**config.mk**
```make
export PLATFORM = sky130hd
export DESIGN_NAME = spl_port
export DESIGN_NICKNAME = d
export VERILOG_FILES = /design/src/verilog/spl_pkg.sv /design/src/verilog/spl_port.sv /design/src/verilog/spl_sync2.sv
export SDC_FILE = /design/constraint.sdc
export NUM_CORES = 1
export LEC_CHECK = 0
export BUFFER_PORTS_ARGS = -buffer_cell sky130_fd_sc_hd__buf_4
export CORE_ASPECT_RATIO = 0.75
export CORE_MARGIN = 2
export CORE_UTILIZATION = 35
export CTS_CLUSTER_SIZE = 20
export DETAILED_ROUTE_END_ITERATION = 10
export PLACE_DENSITY = 0.57
export SETUP_SLACK_MARGIN = 0.1
export SYNTH_ARGS = -nofsm -noshare
export SYNTH_HDL_FRONTEND = slang
export SYNTH_HIERARCHICAL = 1
export SYNTH_SLANG_ARGS = --single-unit
```
**constraint.sdc**
```tcl
create_clock -name core_clk -period 4.5 [get_ports core_clk]
set_input_delay 0.45 -clock core_clk [delete_from_list [all_inputs] [get_ports core_clk]]
set_output_delay 0.45 -clock core_clk [all_outputs]
set_load 0.01 [all_outputs]
```
**src/verilog/spl_pkg.sv**
```systemverilog
// shared constants, types and register map for the slave port / rom nibble link
//
// Overview of operation
// RL1 - mode bit 6 selects host slave mode
// RL2 - host strobe low pulse does one transfer
// RL3 - select low writes, select high reads
// RL4 - write strobe fall clears set handshake bit
// RL5 - reads carry seven bits, writes eight
// RL6 - master floats its drivers during reads
// RL7 - port pins inputs, handshake may drive
// RL8 - slave and rom modes never together
// RL9 - master polls handshake before writing
// RL10 - firmware sets handshake when ready again
// RL11 - strobe captures port pins into latch
// RL12 - firmware waits strobe high before using data
// RL13 - answer on seven pins, handshake high
// RL14 - handshake stays high, cleared means command
// RL15 - mode bit 4 selects external rom mode
// RL16 - rom strobe is latch and hardware strobe
// RL17 - rom clock is latch and quarter clock
// RL18 - rom latches address or drives data nibble
// RL19 - rom clear input tristates rom outputs; the model's clear resets address and count, nibble drive stays on
// RL20 - rom chip enable high floats nibble bus; the model only clears its release count, so the nibble drive stays on
// RL21 - rom select input picks direct or table; the model samples select but always returns address plus nibble count
// RL22 - rom cascade enable is inverted enable
// RL23 - rom samples select on nibbles two, four
// RL24 - address nibbles sent low nibble first
// RL25 - strobe and select synchronised before use
package spl_pkg;

   // register indices on the plain register port
   localparam logic [2:0] REG_MODE    = 3'h0;
   localparam logic [2:0] REG_PA_OUT  = 3'h1;
   localparam logic [2:0] REG_PA_DIR  = 3'h2;
   localparam logic [2:0] REG_PB_CTRL = 3'h3;
   localparam logic [2:0] REG_PA_IN   = 3'h4;
   localparam logic [2:0] REG_PA_PINS = 3'h5;
   localparam logic [2:0] REG_STATUS  = 3'h6;
   localparam logic [2:0] REG_FETCH   = 3'h7;

   // field positions
   localparam int MODE_SLAVE_BIT  = 6;
   localparam int MODE_EXTERNAL_ROM_MODE_BIT = 4;
   localparam int HS_BIT          = 7;
   localparam int STROBE_BIT      = 0;
   localparam int RW_BIT          = 1;
   localparam int PB_DIR_LSB      = 2;
   localparam int ST_STROBE_BIT   = 0;
   localparam int ST_RW_BIT       = 1;
   localparam int ST_WRSEEN_BIT   = 2;
   localparam int ST_FBUSY_BIT    = 3;

   // reset values
   localparam logic [7:0] MODE_RST   = 8'h00;
   localparam logic [7:0] PA_OUT_RST = 8'h00;
   localparam logic [7:0] PA_DIR_RST = 8'h00;
   localparam logic [1:0] PB_OUT_RST = 2'h3;
   localparam logic [1:0] PB_DIR_RST = 2'h0;

   // timing: hardware fetch strobe low time, at a 200 mhz core clock
   localparam int CLK_MHZ          = 200;
   localparam int FETCH_LOW_NS     = 20;
   localparam int FETCH_LOW_RAW    = (FETCH_LOW_NS * CLK_MHZ + 999) / 1000;
   localparam int FETCH_LOW_CYC    = (FETCH_LOW_RAW < 1) ? 1 : FETCH_LOW_RAW;
   localparam logic [3:0] FETCH_LOW_CNT = 4'(FETCH_LOW_CYC - 1);

   // fetch sequencer states
   typedef enum logic [2:0] {
      FS_IDLE    = 3'b001,
      FS_STROBE  = 3'b010,
      FS_CAPTURE = 3'b100
   } spl_fetch_e;

   // drive of one port: level and enable per pin
   typedef struct packed {
      logic [7:0] lvl;
      logic [7:0] oe;
   } spl_pa_drv_s;

   typedef struct packed {
      logic [1:0] lvl;
      logic [1:0] oe;
   } spl_pb_drv_s;

endpackage

```
**src/verilog/spl_port.sv**
```systemverilog
// port block: host slave port and external rom nibble link
`timescale 1ns/1ps

module spl_port (
   input  wire logic       core_clk,
   input  wire logic       rst_b,
   input  wire logic [2:0] reg_addr,
   input  wire logic [7:0] reg_wdata,
   input  wire logic       reg_wr,
   input  wire logic       reg_rd,
   output logic      [7:0] reg_rdata,
   input  wire logic [7:0] pa_in,
   output logic      [7:0] pa_out,
   output logic      [7:0] pa_oe,
   input  wire logic [1:0] pb_in,
   output logic      [1:0] pb_out,
   output logic      [1:0] pb_oe
);

   // reset release through two flops
   logic rst_meta_ff;
   logic rst_sync_ff;
   always_ff @(posedge core_clk or negedge rst_b) begin
      if (!rst_b) begin
         rst_meta_ff <= 1'b0;
         rst_sync_ff <= 1'b0;
      end else begin
         rst_meta_ff <= 1'b1;
         rst_sync_ff <= rst_meta_ff;
      end
   end
   wire logic rst_n = rst_sync_ff;

   // pin synchronisers
   logic [7:0] pa_sync;
   logic [1:0] pb_sync;
   spl_sync2 #(.WIDTH(8)) u_sync_pa (
      .clk   (core_clk),
      .rst_b (rst_n),
      .d     (pa_in),
      .q     (pa_sync)
   );
   spl_sync2 #(.WIDTH(2)) u_sync_pb (
      .clk   (core_clk),
      .rst_b (rst_n),
      .d     (pb_in),
      .q     (pb_sync)
   ); // RL25

   // software state
   logic [7:0] mode_ff;
   logic [7:0] pa_latch_ff;
   logic [7:0] pa_dir_ff;
   logic [1:0] pb_latch_ff;
   logic [1:0] pb_dir_ff;
   logic [7:0] pa_in_latch_ff;
   logic       wr_seen_ff;
   logic       strobe_prev_ff;
   logic [3:0] fetch_nibble_ff;
   logic [7:0] reg_rdata_ff;

   // fetch sequencer and rom clock divider
   spl_pkg::spl_fetch_e fetch_state_ff;
   spl_pkg::spl_fetch_e nxt_fetch_state;
   logic [3:0]          fetch_cnt_ff;
   logic [1:0]          div_ff;

   // registered pin drive
   spl_pkg::spl_pa_drv_s pa_drv_ff;
   spl_pkg::spl_pb_drv_s pb_drv_ff;
   spl_pkg::spl_pa_drv_s nxt_pa_drv;
   spl_pkg::spl_pb_drv_s nxt_pb_drv;

   // register decode
   function automatic logic hit(input logic [2:0] a, input logic [2:0] idx);
      hit = (a == idx);
   endfunction

   wire logic wr_mode  = reg_wr && hit(reg_addr, spl_pkg::REG_MODE);
   wire logic wr_pa    = reg_wr && hit(reg_addr, spl_pkg::REG_PA_OUT);
   wire logic wr_padir = reg_wr && hit(reg_addr, spl_pkg::REG_PA_DIR);
   wire logic wr_pb    = reg_wr && hit(reg_addr, spl_pkg::REG_PB_CTRL);
   wire logic wr_fetch = reg_wr && hit(reg_addr, spl_pkg::REG_FETCH);
   wire logic rd_stat  = reg_rd && hit(reg_addr, spl_pkg::REG_STATUS);

   // mode bits
   wire logic slave_mode  = mode_ff[spl_pkg::MODE_SLAVE_BIT]; // RL1
   wire logic external_rom_mode_mode = mode_ff[spl_pkg::MODE_EXTERNAL_ROM_MODE_BIT]; // RL15
   wire logic mode_clash  = reg_wdata[spl_pkg::MODE_SLAVE_BIT]
                            && reg_wdata[spl_pkg::MODE_EXTERNAL_ROM_MODE_BIT];

   // host strobe and select after synchronisation
   wire logic strobe_lvl  = pb_sync[spl_pkg::STROBE_BIT];
   wire logic rw_lvl      = pb_sync[spl_pkg::RW_BIT];
   wire logic strobe_fall = strobe_prev_ff && !strobe_lvl; // RL25
   wire logic host_write  = slave_mode && strobe_fall && !rw_lvl; // RL2 RL3
   wire logic host_read   = slave_mode && !strobe_lvl && rw_lvl; // RL3

   // mode register: a write that asks for both modes is ignored
   always_ff @(posedge core_clk or negedge rst_n) begin
      if (!rst_n) begin
         mode_ff <= spl_pkg::MODE_RST;
      end else if (wr_mode && !mode_clash) begin
         mode_ff <= reg_wdata; // RL8
      end
   end

   // port a output latch; the hardware clear beats a same-cycle write
   always_ff @(posedge core_clk or negedge rst_n) begin
      if (!rst_n) begin
         pa_latch_ff <= spl_pkg::PA_OUT_RST;
      end else begin
         if (wr_pa) begin
            pa_latch_ff <= reg_wdata; // RL10 RL13
         end
         if (host_write && (wr_pa ? reg_wdata[spl_pkg::HS_BIT]
                                  : pa_latch_ff[spl_pkg::HS_BIT])) begin
            pa_latch_ff[spl_pkg::HS_BIT] <= 1'b0; // RL4 RL14
         end
      end
   end

   // direction and port b control
   always_ff @(posedge core_clk or negedge rst_n) begin
      if (!rst_n) begin
         pa_dir_ff   <= spl_pkg::PA_DIR_RST;
         pb_latch_ff <= spl_pkg::PB_OUT_RST;
         pb_dir_ff   <= spl_pkg::PB_DIR_RST;
      end else begin
         if (wr_padir) begin
            pa_dir_ff <= reg_wdata;
         end
         if (wr_pb) begin
            pb_latch_ff <= reg_wdata[1:0]; // RL24
            pb_dir_ff   <= reg_wdata[spl_pkg::PB_DIR_LSB +: 2];
         end
      end
   end

   // host write capture into the input latch, all eight pins
   always_ff @(posedge core_clk or negedge rst_n) begin
      if (!rst_n) begin
         pa_in_latch_ff <= 8'h00;
         strobe_prev_ff <= 1'b1;
      end else begin
         strobe_prev_ff <= strobe_lvl;
         if (host_write) begin
            pa_in_latch_ff <= pa_sync; // RL11 RL5
         end
      end
   end

   // sticky write-seen flag: a new write beats the clear on read
   always_ff @(posedge core_clk or negedge rst_n) begin
      if (!rst_n) begin
         wr_seen_ff <= 1'b0;
      end else if (host_write) begin
         wr_seen_ff <= 1'b1; // RL12
      end else if (rd_stat) begin
         wr_seen_ff <= 1'b0;
      end
   end

   // quarter-rate rom clock
   always_ff @(posedge core_clk or negedge rst_n) begin
      if (!rst_n) begin
         div_ff <= 2'h0;
      end else begin
         div_ff <= div_ff + 2'h1; // RL17
      end
   end
   wire logic quarter_clk = div_ff[1];

   // fetch sequencer next state
   always_comb begin
      nxt_fetch_state = fetch_state_ff;
      case (fetch_state_ff)
         spl_pkg::FS_IDLE: begin
            if (wr_fetch && external_rom_mode_mode) begin
               nxt_fetch_state = spl_pkg::FS_STROBE;
            end
         end
         spl_pkg::FS_STROBE: begin
            if (fetch_cnt_ff == spl_pkg::FETCH_LOW_CNT) begin
               nxt_fetch_state = spl_pkg::FS_CAPTURE;
            end
         end
         spl_pkg::FS_CAPTURE: begin
            nxt_fetch_state = spl_pkg::FS_IDLE;
         end
         default: begin
            nxt_fetch_state = spl_pkg::FS_IDLE;
         end
      endcase
   end

   // fetch sequencer state, low-time counter and captured nibble
   always_ff @(posedge core_clk or negedge rst_n) begin
      if (!rst_n) begin
         fetch_state_ff  <= spl_pkg::FS_IDLE;
         fetch_cnt_ff    <= 4'h0;
         fetch_nibble_ff <= 4'h0;
      end else begin
         fetch_state_ff <= nxt_fetch_state;
         fetch_cnt_ff   <= (fetch_state_ff == spl_pkg::FS_STROBE) ? fetch_cnt_ff + 4'h1 : 4'h0;
         if (fetch_state_ff == spl_pkg::FS_CAPTURE) begin
            fetch_nibble_ff <= pa_sync[3:0]; // RL18
         end
      end
   end
   wire logic hw_strobe_n = (fetch_state_ff != spl_pkg::FS_STROBE);
   wire logic fetch_busy  = (fetch_state_ff != spl_pkg::FS_IDLE);

   // pin drive per mode
   always_comb begin
      nxt_pa_drv.lvl = pa_latch_ff;
      nxt_pa_drv.oe  = pa_dir_ff;
      nxt_pb_drv.lvl = pb_latch_ff;
      nxt_pb_drv.oe  = pb_dir_ff;
      if (slave_mode) begin
         nxt_pa_drv.oe = {pa_dir_ff[spl_pkg::HS_BIT] | host_read, {7{host_read}}}; // RL7 RL13
         nxt_pb_drv.oe = 2'h0; // RL2
      end else if (external_rom_mode_mode) begin
         nxt_pa_drv.lvl[spl_pkg::HS_BIT] = pa_latch_ff[spl_pkg::HS_BIT] & quarter_clk; // RL17
         nxt_pb_drv.lvl[spl_pkg::STROBE_BIT] = pb_latch_ff[spl_pkg::STROBE_BIT]
                                               & hw_strobe_n; // RL16
         if (fetch_busy) begin
            nxt_pa_drv.oe[3:0] = 4'h0; // RL18
         end
      end
   end

   always_ff @(posedge core_clk or negedge rst_n) begin
      if (!rst_n) begin
         pa_drv_ff <= '0;
         pb_drv_ff <= '0;
      end else begin
         pa_drv_ff <= nxt_pa_drv;
         pb_drv_ff <= nxt_pb_drv;
      end
   end

   // read data mux, unmapped bits read zero
   wire logic [7:0] status_word = {4'h0, fetch_busy, wr_seen_ff, rw_lvl, strobe_lvl};
   logic [7:0] rd_mux;
   always_comb begin
      case (reg_addr)
         spl_pkg::REG_MODE:    rd_mux = mode_ff;
         spl_pkg::REG_PA_OUT:  rd_mux = pa_latch_ff;
         spl_pkg::REG_PA_DIR:  rd_mux = pa_dir_ff;
         spl_pkg::REG_PB_CTRL: rd_mux = {4'h0, pb_dir_ff, pb_latch_ff};
         spl_pkg::REG_PA_IN:   rd_mux = pa_in_latch_ff;
         spl_pkg::REG_PA_PINS: rd_mux = pa_sync;
         spl_pkg::REG_STATUS:  rd_mux = status_word;
         spl_pkg::REG_FETCH:   rd_mux = {4'h0, fetch_nibble_ff};
         default:              rd_mux = 8'h00;
      endcase
   end

   // read data stands for one cycle after the strobe only
   always_ff @(posedge core_clk or negedge rst_n) begin
      if (!rst_n) begin
         reg_rdata_ff <= 8'h00;
      end else begin
         reg_rdata_ff <= reg_rd ? rd_mux : 8'h00;
      end
   end

   // outputs straight from flops
   assign reg_rdata = reg_rdata_ff;
   assign pa_out    = pa_drv_ff.lvl;
   assign pa_oe     = pa_drv_ff.oe;
   assign pb_out    = pb_drv_ff.lvl;
   assign pb_oe     = pb_drv_ff.oe;

   // checks
   chk_mode_exclusive: assert property (@(posedge core_clk) disable iff (!rst_n)
      !(slave_mode && external_rom_mode_mode)) // RL8
      else $error("slave and rom modes both set");

   chk_hs_clear: assert property (@(posedge core_clk) disable iff (!rst_n)
      (host_write && pa_latch_ff[spl_pkg::HS_BIT] && !wr_pa)
      |=> !pa_latch_ff[spl_pkg::HS_BIT]) // RL4
      else $error("handshake not cleared by host write");

   chk_write_capture: assert property (@(posedge core_clk) disable iff (!rst_n)
      host_write |=> pa_in_latch_ff == $past(pa_sync)) // RL11
      else $error("input latch missed host write");

   chk_read_drive: assert property (@(posedge core_clk) disable iff (!rst_n)
      (host_read && !wr_pa) |=> pa_oe[6:0] == 7'h7f && pa_out[6:0] == pa_latch_ff[6:0]) // RL13
      else $error("read data not driven");

   chk_idle_float: assert property (@(posedge core_clk) disable iff (!rst_n)
      (slave_mode && strobe_lvl && !wr_mode) |=> pa_oe[6:0] == 7'h00) // RL7
      else $error("data pins driven outside read");

   chk_one_capture: assert property (@(posedge core_clk) disable iff (!rst_n)
      host_write |=> !host_write) // RL25
      else $error("two captures from one strobe");

   chk_rom_strobe: assert property (@(posedge core_clk) disable iff (!rst_n)
      (external_rom_mode_mode && !hw_strobe_n && !wr_mode) |=> !pb_out[spl_pkg::STROBE_BIT]) // RL16
      else $error("rom strobe not low during fetch");

   chk_fetch_len: assert property (@(posedge core_clk) disable iff (!rst_n)
      $rose(fetch_state_ff == spl_pkg::FS_STROBE)
      |-> (fetch_state_ff == spl_pkg::FS_STROBE) [*4] ##1 (fetch_state_ff == spl_pkg::FS_CAPTURE)) // RL16
      else $error("fetch strobe low time wrong");

   chk_rom_clock: assert property (@(posedge core_clk) disable iff (!rst_n)
      (external_rom_mode_mode && !wr_mode && !wr_pa && pa_latch_ff[spl_pkg::HS_BIT])
      |=> pa_out[spl_pkg::HS_BIT] == $past(quarter_clk)) // RL17
      else $error("rom clock not quarter rate");

endmodule

```
**src/verilog/spl_sync2.sv**
```systemverilog
// two-stage synchroniser for pin inputs
`timescale 1ns/1ps

module spl_sync2 #(
   parameter int WIDTH = 1
) (
   input  wire logic             clk,
   input  wire logic             rst_b,
   input  wire logic [WIDTH-1:0] d,
   output logic      [WIDTH-1:0] q
);

   logic [WIDTH-1:0] meta_ff;

   // first stage feeds only the second
   always_ff @(posedge clk or negedge rst_b) begin
      if (!rst_b) begin
         meta_ff <= '0;
         q       <= '0;
      end else begin
         meta_ff <= d;
         q       <= meta_ff;
      end
   end

endmodule
```
* Yosys cells after proc, flatten, opt, wreduce, memory -nomap -nowiden
Cells that the tools add are included.
** Word-level totals
- Flip-flop bits (word level) :: 101
- Input port bits :: 25
- Output and inout port bits :: 28
- Logic and storage cells :: 86
** Operators by class
- Add/sub/neg operators :: 2
- Equal/unequal tests :: 15
- Muxes and demuxes :: 20
- Bitwise logic cells :: 3
- Reduce and logical (&&, ||, !) cells :: 22
** Operators by type and width (count)
- 8-bit case mux with 8 select lines :: 1
- 4-bit two-way mux :: 5
- 8-bit two-way mux :: 2
- 3-bit equality test, second input constant :: 5
- 1-bit logical AND :: 15
- 3-bit by 2-bit equality test with 1-bit output, second input constant :: 3
- 1-bit two-way mux :: 8
- 3-bit by 1-bit equality test with 1-bit output, second input constant :: 2
- 3-bit two-way mux :: 2
- 3-bit case mux with 2 select lines :: 1
- 4-bit by 1-bit adder with 4-bit output, second input constant :: 1
- 4-bit by 2-bit equality test with 1-bit output, second input constant :: 1
- 2-bit != test, second input constant :: 2
- 2-bit nonzero test :: 2
- 1-bit logical NOT :: 3
- 3-bit logical NOT :: 1
- 3-bit by 1-bit != test with 1-bit output, second input constant :: 1
- 3-bit by 2-bit != test with 1-bit output, second input constant :: 1
- 2-bit by 1-bit adder with 2-bit output, second input constant :: 1
- 1-bit bitwise AND :: 2
- 2-bit two-way mux :: 1
- 2-bit AND reduction :: 1
- 1-bit OR :: 1

* Logic depth before layout (Yosys ltp)
Gate-level depths: netlist (run 1).
- Depth in word-level cells :: 6
- Mapped depth :: 6

* By module
Netlist (run 1), hierarchy kept.
** Modules (own cells, without submodules)
- spl_port :: times used 1, cells an instance 267, area an instance 3385.7 µm², sequential area each 2031.9 µm²
- spl_sync2 at u_sync_pa :: times used 1, cells an instance 16, area an instance 400.4 µm², sequential area each 400.4 µm²
- spl_sync2 at u_sync_pb :: times used 1, cells an instance 4, area an instance 100.1 µm², sequential area each 100.1 µm²

* Least setup slack after synthesis (run 1)
No wires, ideal clock.
- Path type :: input -> register
- Start :: input port reg_addr[1]
- End :: register pa_latch_ff[0]
- Data arrival time :: 1.375 ns
- Data required time :: 4.375 ns
- Setup slack :: 3.000 ns
- Cell stages on the path :: 4
- Buffers on the path :: 2
- Path through :: buf_6 -> buf_6 -> nor3_4 -> mux2_2
** On the way
- Longest elaborated chain between the ends :: 2
** RTL lines
- start, declared :: RTL line spl_port.sv:7 : input wire logic [2:0] reg_addr,
- 3-bit by 1-bit equality test with 1-bit output :: RTL line spl_port.sv:76 : hit = (a == idx);
- 1-bit logical AND :: RTL line spl_port.sv:80 : wire logic wr_pa = reg_wr && hit(reg_addr, spl_pkg::REG_PA_OUT);
- end signal, assigned :: RTL line spl_port.sv:111 : pa_latch_ff <= spl_pkg::PA_OUT_RST;
- end signal, assigned :: RTL line spl_port.sv:114 : pa_latch_ff <= reg_wdata;
- end, declared :: RTL line spl_port.sv:52 : logic [7:0] pa_latch_ff;
Every way passes these cells.
A chain may end at the register's enable or synchronous reset.

* Worst setup path after layout (run 1)
- Start :: register mode_ff[6]
- End :: register pa_in_latch_ff[1]
** On the way
- Longest elaborated chain between the ends :: 2
** RTL lines
- start, declared :: RTL line spl_port.sv:51 : logic [7:0] mode_ff;
- start signal, assigned :: RTL line spl_port.sv:102 : mode_ff <= spl_pkg::MODE_RST;
- start signal, assigned :: RTL line spl_port.sv:104 : mode_ff <= reg_wdata;
- 1-bit logical AND (2 in series) :: RTL line spl_port.sv:96 : wire logic host_write = slave_mode && strobe_fall && !rw_lvl;
- end signal, assigned :: RTL line spl_port.sv:148 : pa_in_latch_ff <= pa_sync;
- end, declared :: RTL line spl_port.sv:56 : logic [7:0] pa_in_latch_ff;
Every way passes these cells.

==> results of run 1 <==
[registers in the layout, indices dropped and copies added (netlist names), 8 cells and up]
name / flops
pa_oe: 8
reg_rdata: 8
u_sync_pa/q: 8
pa_dir_ff: 8
mode_ff: 8
pa_latch_ff: 8
pa_out: 8
u_sync_pa/meta_ff: 8
pa_in_latch_ff: 8
[Yosys cell counts (2+ instances only)]
master,number
inv_1,11
buf_4,3
nand2b_1,3
mux2_2,28
and2_1,3
o22a_1,2
a222oi_1,3
a221oi_1,3
xor2_1,2
o221a_2,2
buf_2,4
mux2_4,8
a21o_1,3
clkbuf_1,3
nor2_1,16
buf_6,2
nor2b_1,9
nor2_2,2
mux2i_1,4
a21oi_1,7
o21ai_0,11
dfrtp_1,97
o21a_1,5
o22ai_1,3
o2bb2ai_1,3
dfstp_2,4
nand2_1,20
a22oi_1,5
nand3_1,4
[logic make-up after synthesis]
family	count (synthesis)	synth area share
adder cells (fa/ha/maj)	1	0.00322
AO/OA/AOI/OAI	50	0.0908
flip-flops	101	0.652
AND/OR/NAND/NOR	68	0.0940
XOR/XNOR	3	0.00676
buffers and inverters	23	0.0303
multiplexers	40	0.122
other	1	0.000965
[final timing paths]
| check | from | slack [ns] | to | depth (start not counted) |
|---|---|---|---|---|
| worst max-delay path | mode_ff[6] | 2.37 | pa_in_latch_ff[1] | 2 |
| worst min-delay path | pa_in[0] | 0.21 | u_sync_pa/meta_ff[0] | 1 |
| worst max register to register | mode_ff[6] | 2.37 | pa_in_latch_ff[1] | 2 |
| worst min register to register | rst_n | 0.35 | u_sync_pa/meta_ff[5] | 0 |
| max in group asynchronous | rst_n | 3.10 | pa_oe[3] | 1 |
| min in group asynchronous | rst_n | 0.35 | u_sync_pa/meta_ff[5] | 0 |
[per-layer routing]
layer / wire, um / global-route usage / share of wire
met5: 0 / 0 / 0
met4: 93 / 0.0528 / 0.012
met3: 402 / 0.0499 / 0.051
met2: 3400 / 0.196 / 0.43
met1: 3960 / 0.204 / 0.50
[worst max-delay path, cell delays in order (launching register included)]
cell      delay (ns)
dfrtp_1         0.54
nor4bb_2        1.05
mux2_2          0.42
[stage by stage]
step | instance area (sq um) | setup slack (ns)
after floorplan | 3890 | 1.49
after global placement | 4390 | 2.44
after detailed placement | 4390 | 2.37
after CTS | 4730 | 2.36
after global routing | 4730 | 2.20
final | 4730 | 2.37
[power by group]
part           total, mW  switching, mW  internal [mW]  leakage [nW]
Sequential          1.15         0.0952           1.06          1.24
Clock              0.832          0.316          0.516         0.163
Combinational      0.338          0.149          0.189         0.774
[area by class of cell]
class / instances / area, sq um / area share
clock inverters: 4 / 70.1 / 0.0148
clock buffers: 12 / 256 / 0.0542
flip-flops and latches: 101 / 2540 / 0.536
inverters: 11 / 41.3 / 0.00873
well taps: 140 / 175 / 0.0370
repair buffers: 54 / 408 / 0.0862
multi-input cells: 163 / 1240 / 0.263
==> run summary, run 1 <==
Hold Path Class -> in2reg
Chip Height -> 95.3 um
via/cell ratio -> 4.85
GRT Total Usage -> 0.142
Async SR Flop Fraction -> 1.00
Final Slew Violations -> 0
Initial Util -> 0.358
area delta synth->final -> 21.7%
Finish-stage setup viols -> 0
Worst EP required -> 4.73 ns
final wirelength -> 7.86 mm
Max-Cap Viols -> 0
Post-synth EDFFs -> 0
Mapped Cells -> 287
crit path DAT -> 2.35 ns
synthesis-stage register bit count -> 101
setup TNS -> 0 ns
clk_lat worst skew -> 0.34 ns
worst hold slack -> 0.211 ns
Inserted Clock Buffers -> 9
total power -> 2.32 mW
Pwr per Cell Area -> 491 mW/mm^2
Pre-antenna DRT Iters -> 4
first-pass GRT wire length -> 12.8 mm
Max Freq -> 470 MHz
Min Clock Period, post-route -> 2.13 ns
fill count -> 1001
die width -> 126 um
Clock Skew -> 0.00574 ns
post-DR wirelength/cell -> 16.2 um
# Post-CTS Setup Buffers -> 0
CTS tree -> done
Slew @ Worst Pin -> 1.24 ns
# diodes -> 0
syn_area_per_cell -> 13.5 sq um
final core utilization -> 0.436
RSZ-0062 raised after global routing -> no
DRC Markers -> 0
largest net degree at the start of global routing -> 51
DR vias -> 2351
Reg clk slew, reported paths -> 0.06 ns
Iteration-0 DRC Markers -> 216
Final nets -> 366
Congestion Overflow GR -> 0
PostCTS Resize Cnt -> 0
normalized max-slew margin -> 0.164
commonest non-fill, non-tap cell in the layout -> dfrtp_1
WS Path Type -> reg2reg
Seq/Total Area, Yosys -> 0.652
H-tree depth -> 3
final period utilization -> 0.473
# clock sinks -> 101
main flop type after synthesis -> dfrtp_1
Post-DP HPWL -> 5.66 mm
IO buf count -> 52
std cell rows -> 33
Startpoint Class -> register
leakage -> 2.18 nW
synthesized area -> 0.00389 sq mm
placer congestion estimate -> 0.812
share of the synthesized area in the top cell type -> 0.625
CP endpoint kind -> register
Antenna Nets Post-Route -> 0
leading area contributor after synthesis -> dfrtp_1
ranking of synthesized cells by area -> dfrtp_1, mux2_2, mux2_4, dfstp_2, nand2_1
Synth Net Count -> 313
Cells after DPL -> 468
commonest non-fill, non-tap cells in the layout -> dfrtp_1, buf_4, mux2_2
crit path max fanout -> 15
I/O pin count -> 53
vias in the first global route -> 2352
Max VDD drop -> 0.238 mV
Final Hold Violating Endpoints -> 0
Yosys Warn Count -> 6
core region area -> 0.0109 sq mm
non-filler instance count after layout -> 485
CTS Hold Buffers Added -> 1
status -> completed
die area -> 0.0120 sq mm
layout cells sized above 1 -> 0.351
Clock Tree Root -> clkbuf_16
clk buf depth -> 2
initial antenna violation count -> 0
Unique masters post-synth -> 46
No activity file was read; power rests on OpenSTA's default activity.
==> inputs of run 2 (changes only) <==
Settings changed: PLACE_DENSITY 0.57 to 0.59.
Clock period 4.5 ns to 1.73 ns, I/O delays scaled along.
==> run summary, run 2 (synthesis results as in run 1) <==
Final nets -> 387
Worst EP required -> 1.95 ns
reg-to-reg startpoint -> fetch_state_ff[0]
Hold Path Class -> in2reg
die width -> 126 um
DRC Markers -> 0
Initial Util -> 0.358
crit-path cells -> or3b_2 > a222oi_1 > a21oi_1
H-tree depth -> 3
final wirelength -> 7.95 mm
area delta synth->final -> 26.3%
Finished Cell Area -> 0.00491 sq mm
hold_sp -> reg_wdata[5]
Inserted Clock Buffers -> 9
Finish-stage setup viols -> 0
crit path max fanout -> 4
worst hold stages -> 2
met2 usage in global routing -> 0.203
Iteration-0 DRC Markers -> 224
placer congestion estimate -> 0.870
setup TNS -> 0 ns
Antenna Nets Post-Route -> 0
post-DR wirelength/cell -> 15.7 um
Max VDD drop -> 0.564 mV
Reg clk slew, reported paths -> 0.07 ns
GRT Total Usage -> 0.143
# clock sinks -> 101
Final Hold Violating Endpoints -> 0
Chip Height -> 95.3 um
met1 usage -> 0.202
CTS tree -> done
Max Freq -> 618 MHz
placed inst area -> 0.00450 sq mm
cells on worst reg2reg path -> 3
GR peak layer -> met2
vias in the first global route -> 2419
commonest non-fill, non-tap cells in the layout -> dfrtp_1, buf_4, mux2_2
Congestion Overflow GR -> 0
fill count -> 989
largest net degree at the start of global routing -> 34
Startpoint Class -> register
I/O pin count -> 53
grt met3 use -> 0.0460
layout cells sized above 1 -> 0.366
Max stage delay cell, worst path -> dfstp_2
clk_lat worst skew -> 0.34 ns
status -> completed
CP max stage delay -> 0.55 ns
core region area -> 0.0109 sq mm
die area -> 0.0120 sq mm
Clock Skew -> 0.00840 ns
initial antenna violation count -> 0
leakage -> 2.27 nW
commonest non-fill, non-tap cell in the layout -> dfrtp_1
final period utilization -> 0.936
end of the worst hold path -> pa_dir_ff[5]
via/cell ratio -> 4.79
final core utilization -> 0.452
crit path DAT -> 1.84 ns
DR vias -> 2426
Min Clock Period, post-route -> 1.62 ns
Pre-antenna DRT Iters -> 5
Clock Tree Root -> clkbuf_16
Post-DP HPWL -> 5.80 mm
first-pass GRT wire length -> 12.9 mm
setup slack, reg-to-reg -> 0.11 ns
Crit path buffers/inverters -> 0
Crit path max-delay family -> flip-flops
Final Slew Violations -> 0
Pwr per Cell Area -> 1190 mW/mm^2
CP endpoint kind -> register
WS Path Type -> reg2reg
IO buf count -> 52
# diodes -> 0
clk buf depth -> 2
RSZ-0062 raised after global routing -> yes
std cell rows -> 33
r2r endpoint -> reg_rdata[3]
Max-Cap Viols -> 0
-- run 2: worst register-to-register path, stage by stage (launching register included) --
cell and delay (ns):
dfstp_2 0.55, or3b_2 0.49, a222oi_1 0.35, a21oi_1 0.11
-- run 2: what timing repair did --
| item | 4_1_cts | 5_1_grt |
|---|---|---|
| hold endpoints to repair | 12 | 0 |
| hold buffers | 11 | 0 |
| resized for setup | 0 | 2 |
| buffers inserted | 0 | 0 |
| endpoints found under the setup margin | 0 | 3 |
-- run 2: worst max path at each step --
stage / from / endpoint / slack (ns) / depth (start not counted)
global route: fetch_state_ff[0] / reg_rdata[3] / 0.1 / 3
finish: fetch_state_ff[0] / reg_rdata[3] / 0.11 / 3
floorplan: fetch_state_ff[0] / reg_rdata[3] / 0.25 / 3
detailed placement: fetch_state_ff[0] / reg_rdata[3] / 0.16 / 3
global placement: fetch_state_ff[0] / reg_rdata[3] / 0.21 / 3
CTS: fetch_state_ff[0] / reg_rdata[3] / 0.15 / 3
-- run 2: routing by layer --
layer | wire length (um) | share of wire
met3 | 464 | 0.058
met1 | 3900 | 0.49
met5 | 0 | 0
met2 | 3460 | 0.43
met4 | 131 | 0.016
-- run 2: stage by stage --
stage                     hold slack (ns)  total power [mW]  worst slack [ns]  instances
final                              0.0828              5.83             0.111        506
after global routing               0.0701              6.13            0.0964        506
after detailed placement          -0.0420              3.96             0.156        479
after global placement            -0.0443              3.94             0.209        479
after CTS                          0.0690              5.90             0.154        506
after floorplan                    -0.123              3.51             0.248        287
-- run 2: final cells by class --
type	count	area [sq um]	area share
clock inverter	5	33.8	0.00688
timing repair buffer	75	616	0.125
multi-input combinational	163	1250	0.256
clock buffer	11	253	0.0515
inverter	11	41.3	0.00841
tap	140	175	0.0357
sequential	101	2540	0.517
-- run 2: power by group --
part / total [mW] / internal (mW) / switching [mW]
Combinational: 0.955 / 0.532 / 0.422
Clock: 1.89 / 1.05 / 0.839
Sequential: 2.98 / 2.76 / 0.227
Total: 5.83 / 4.34 / 1.49
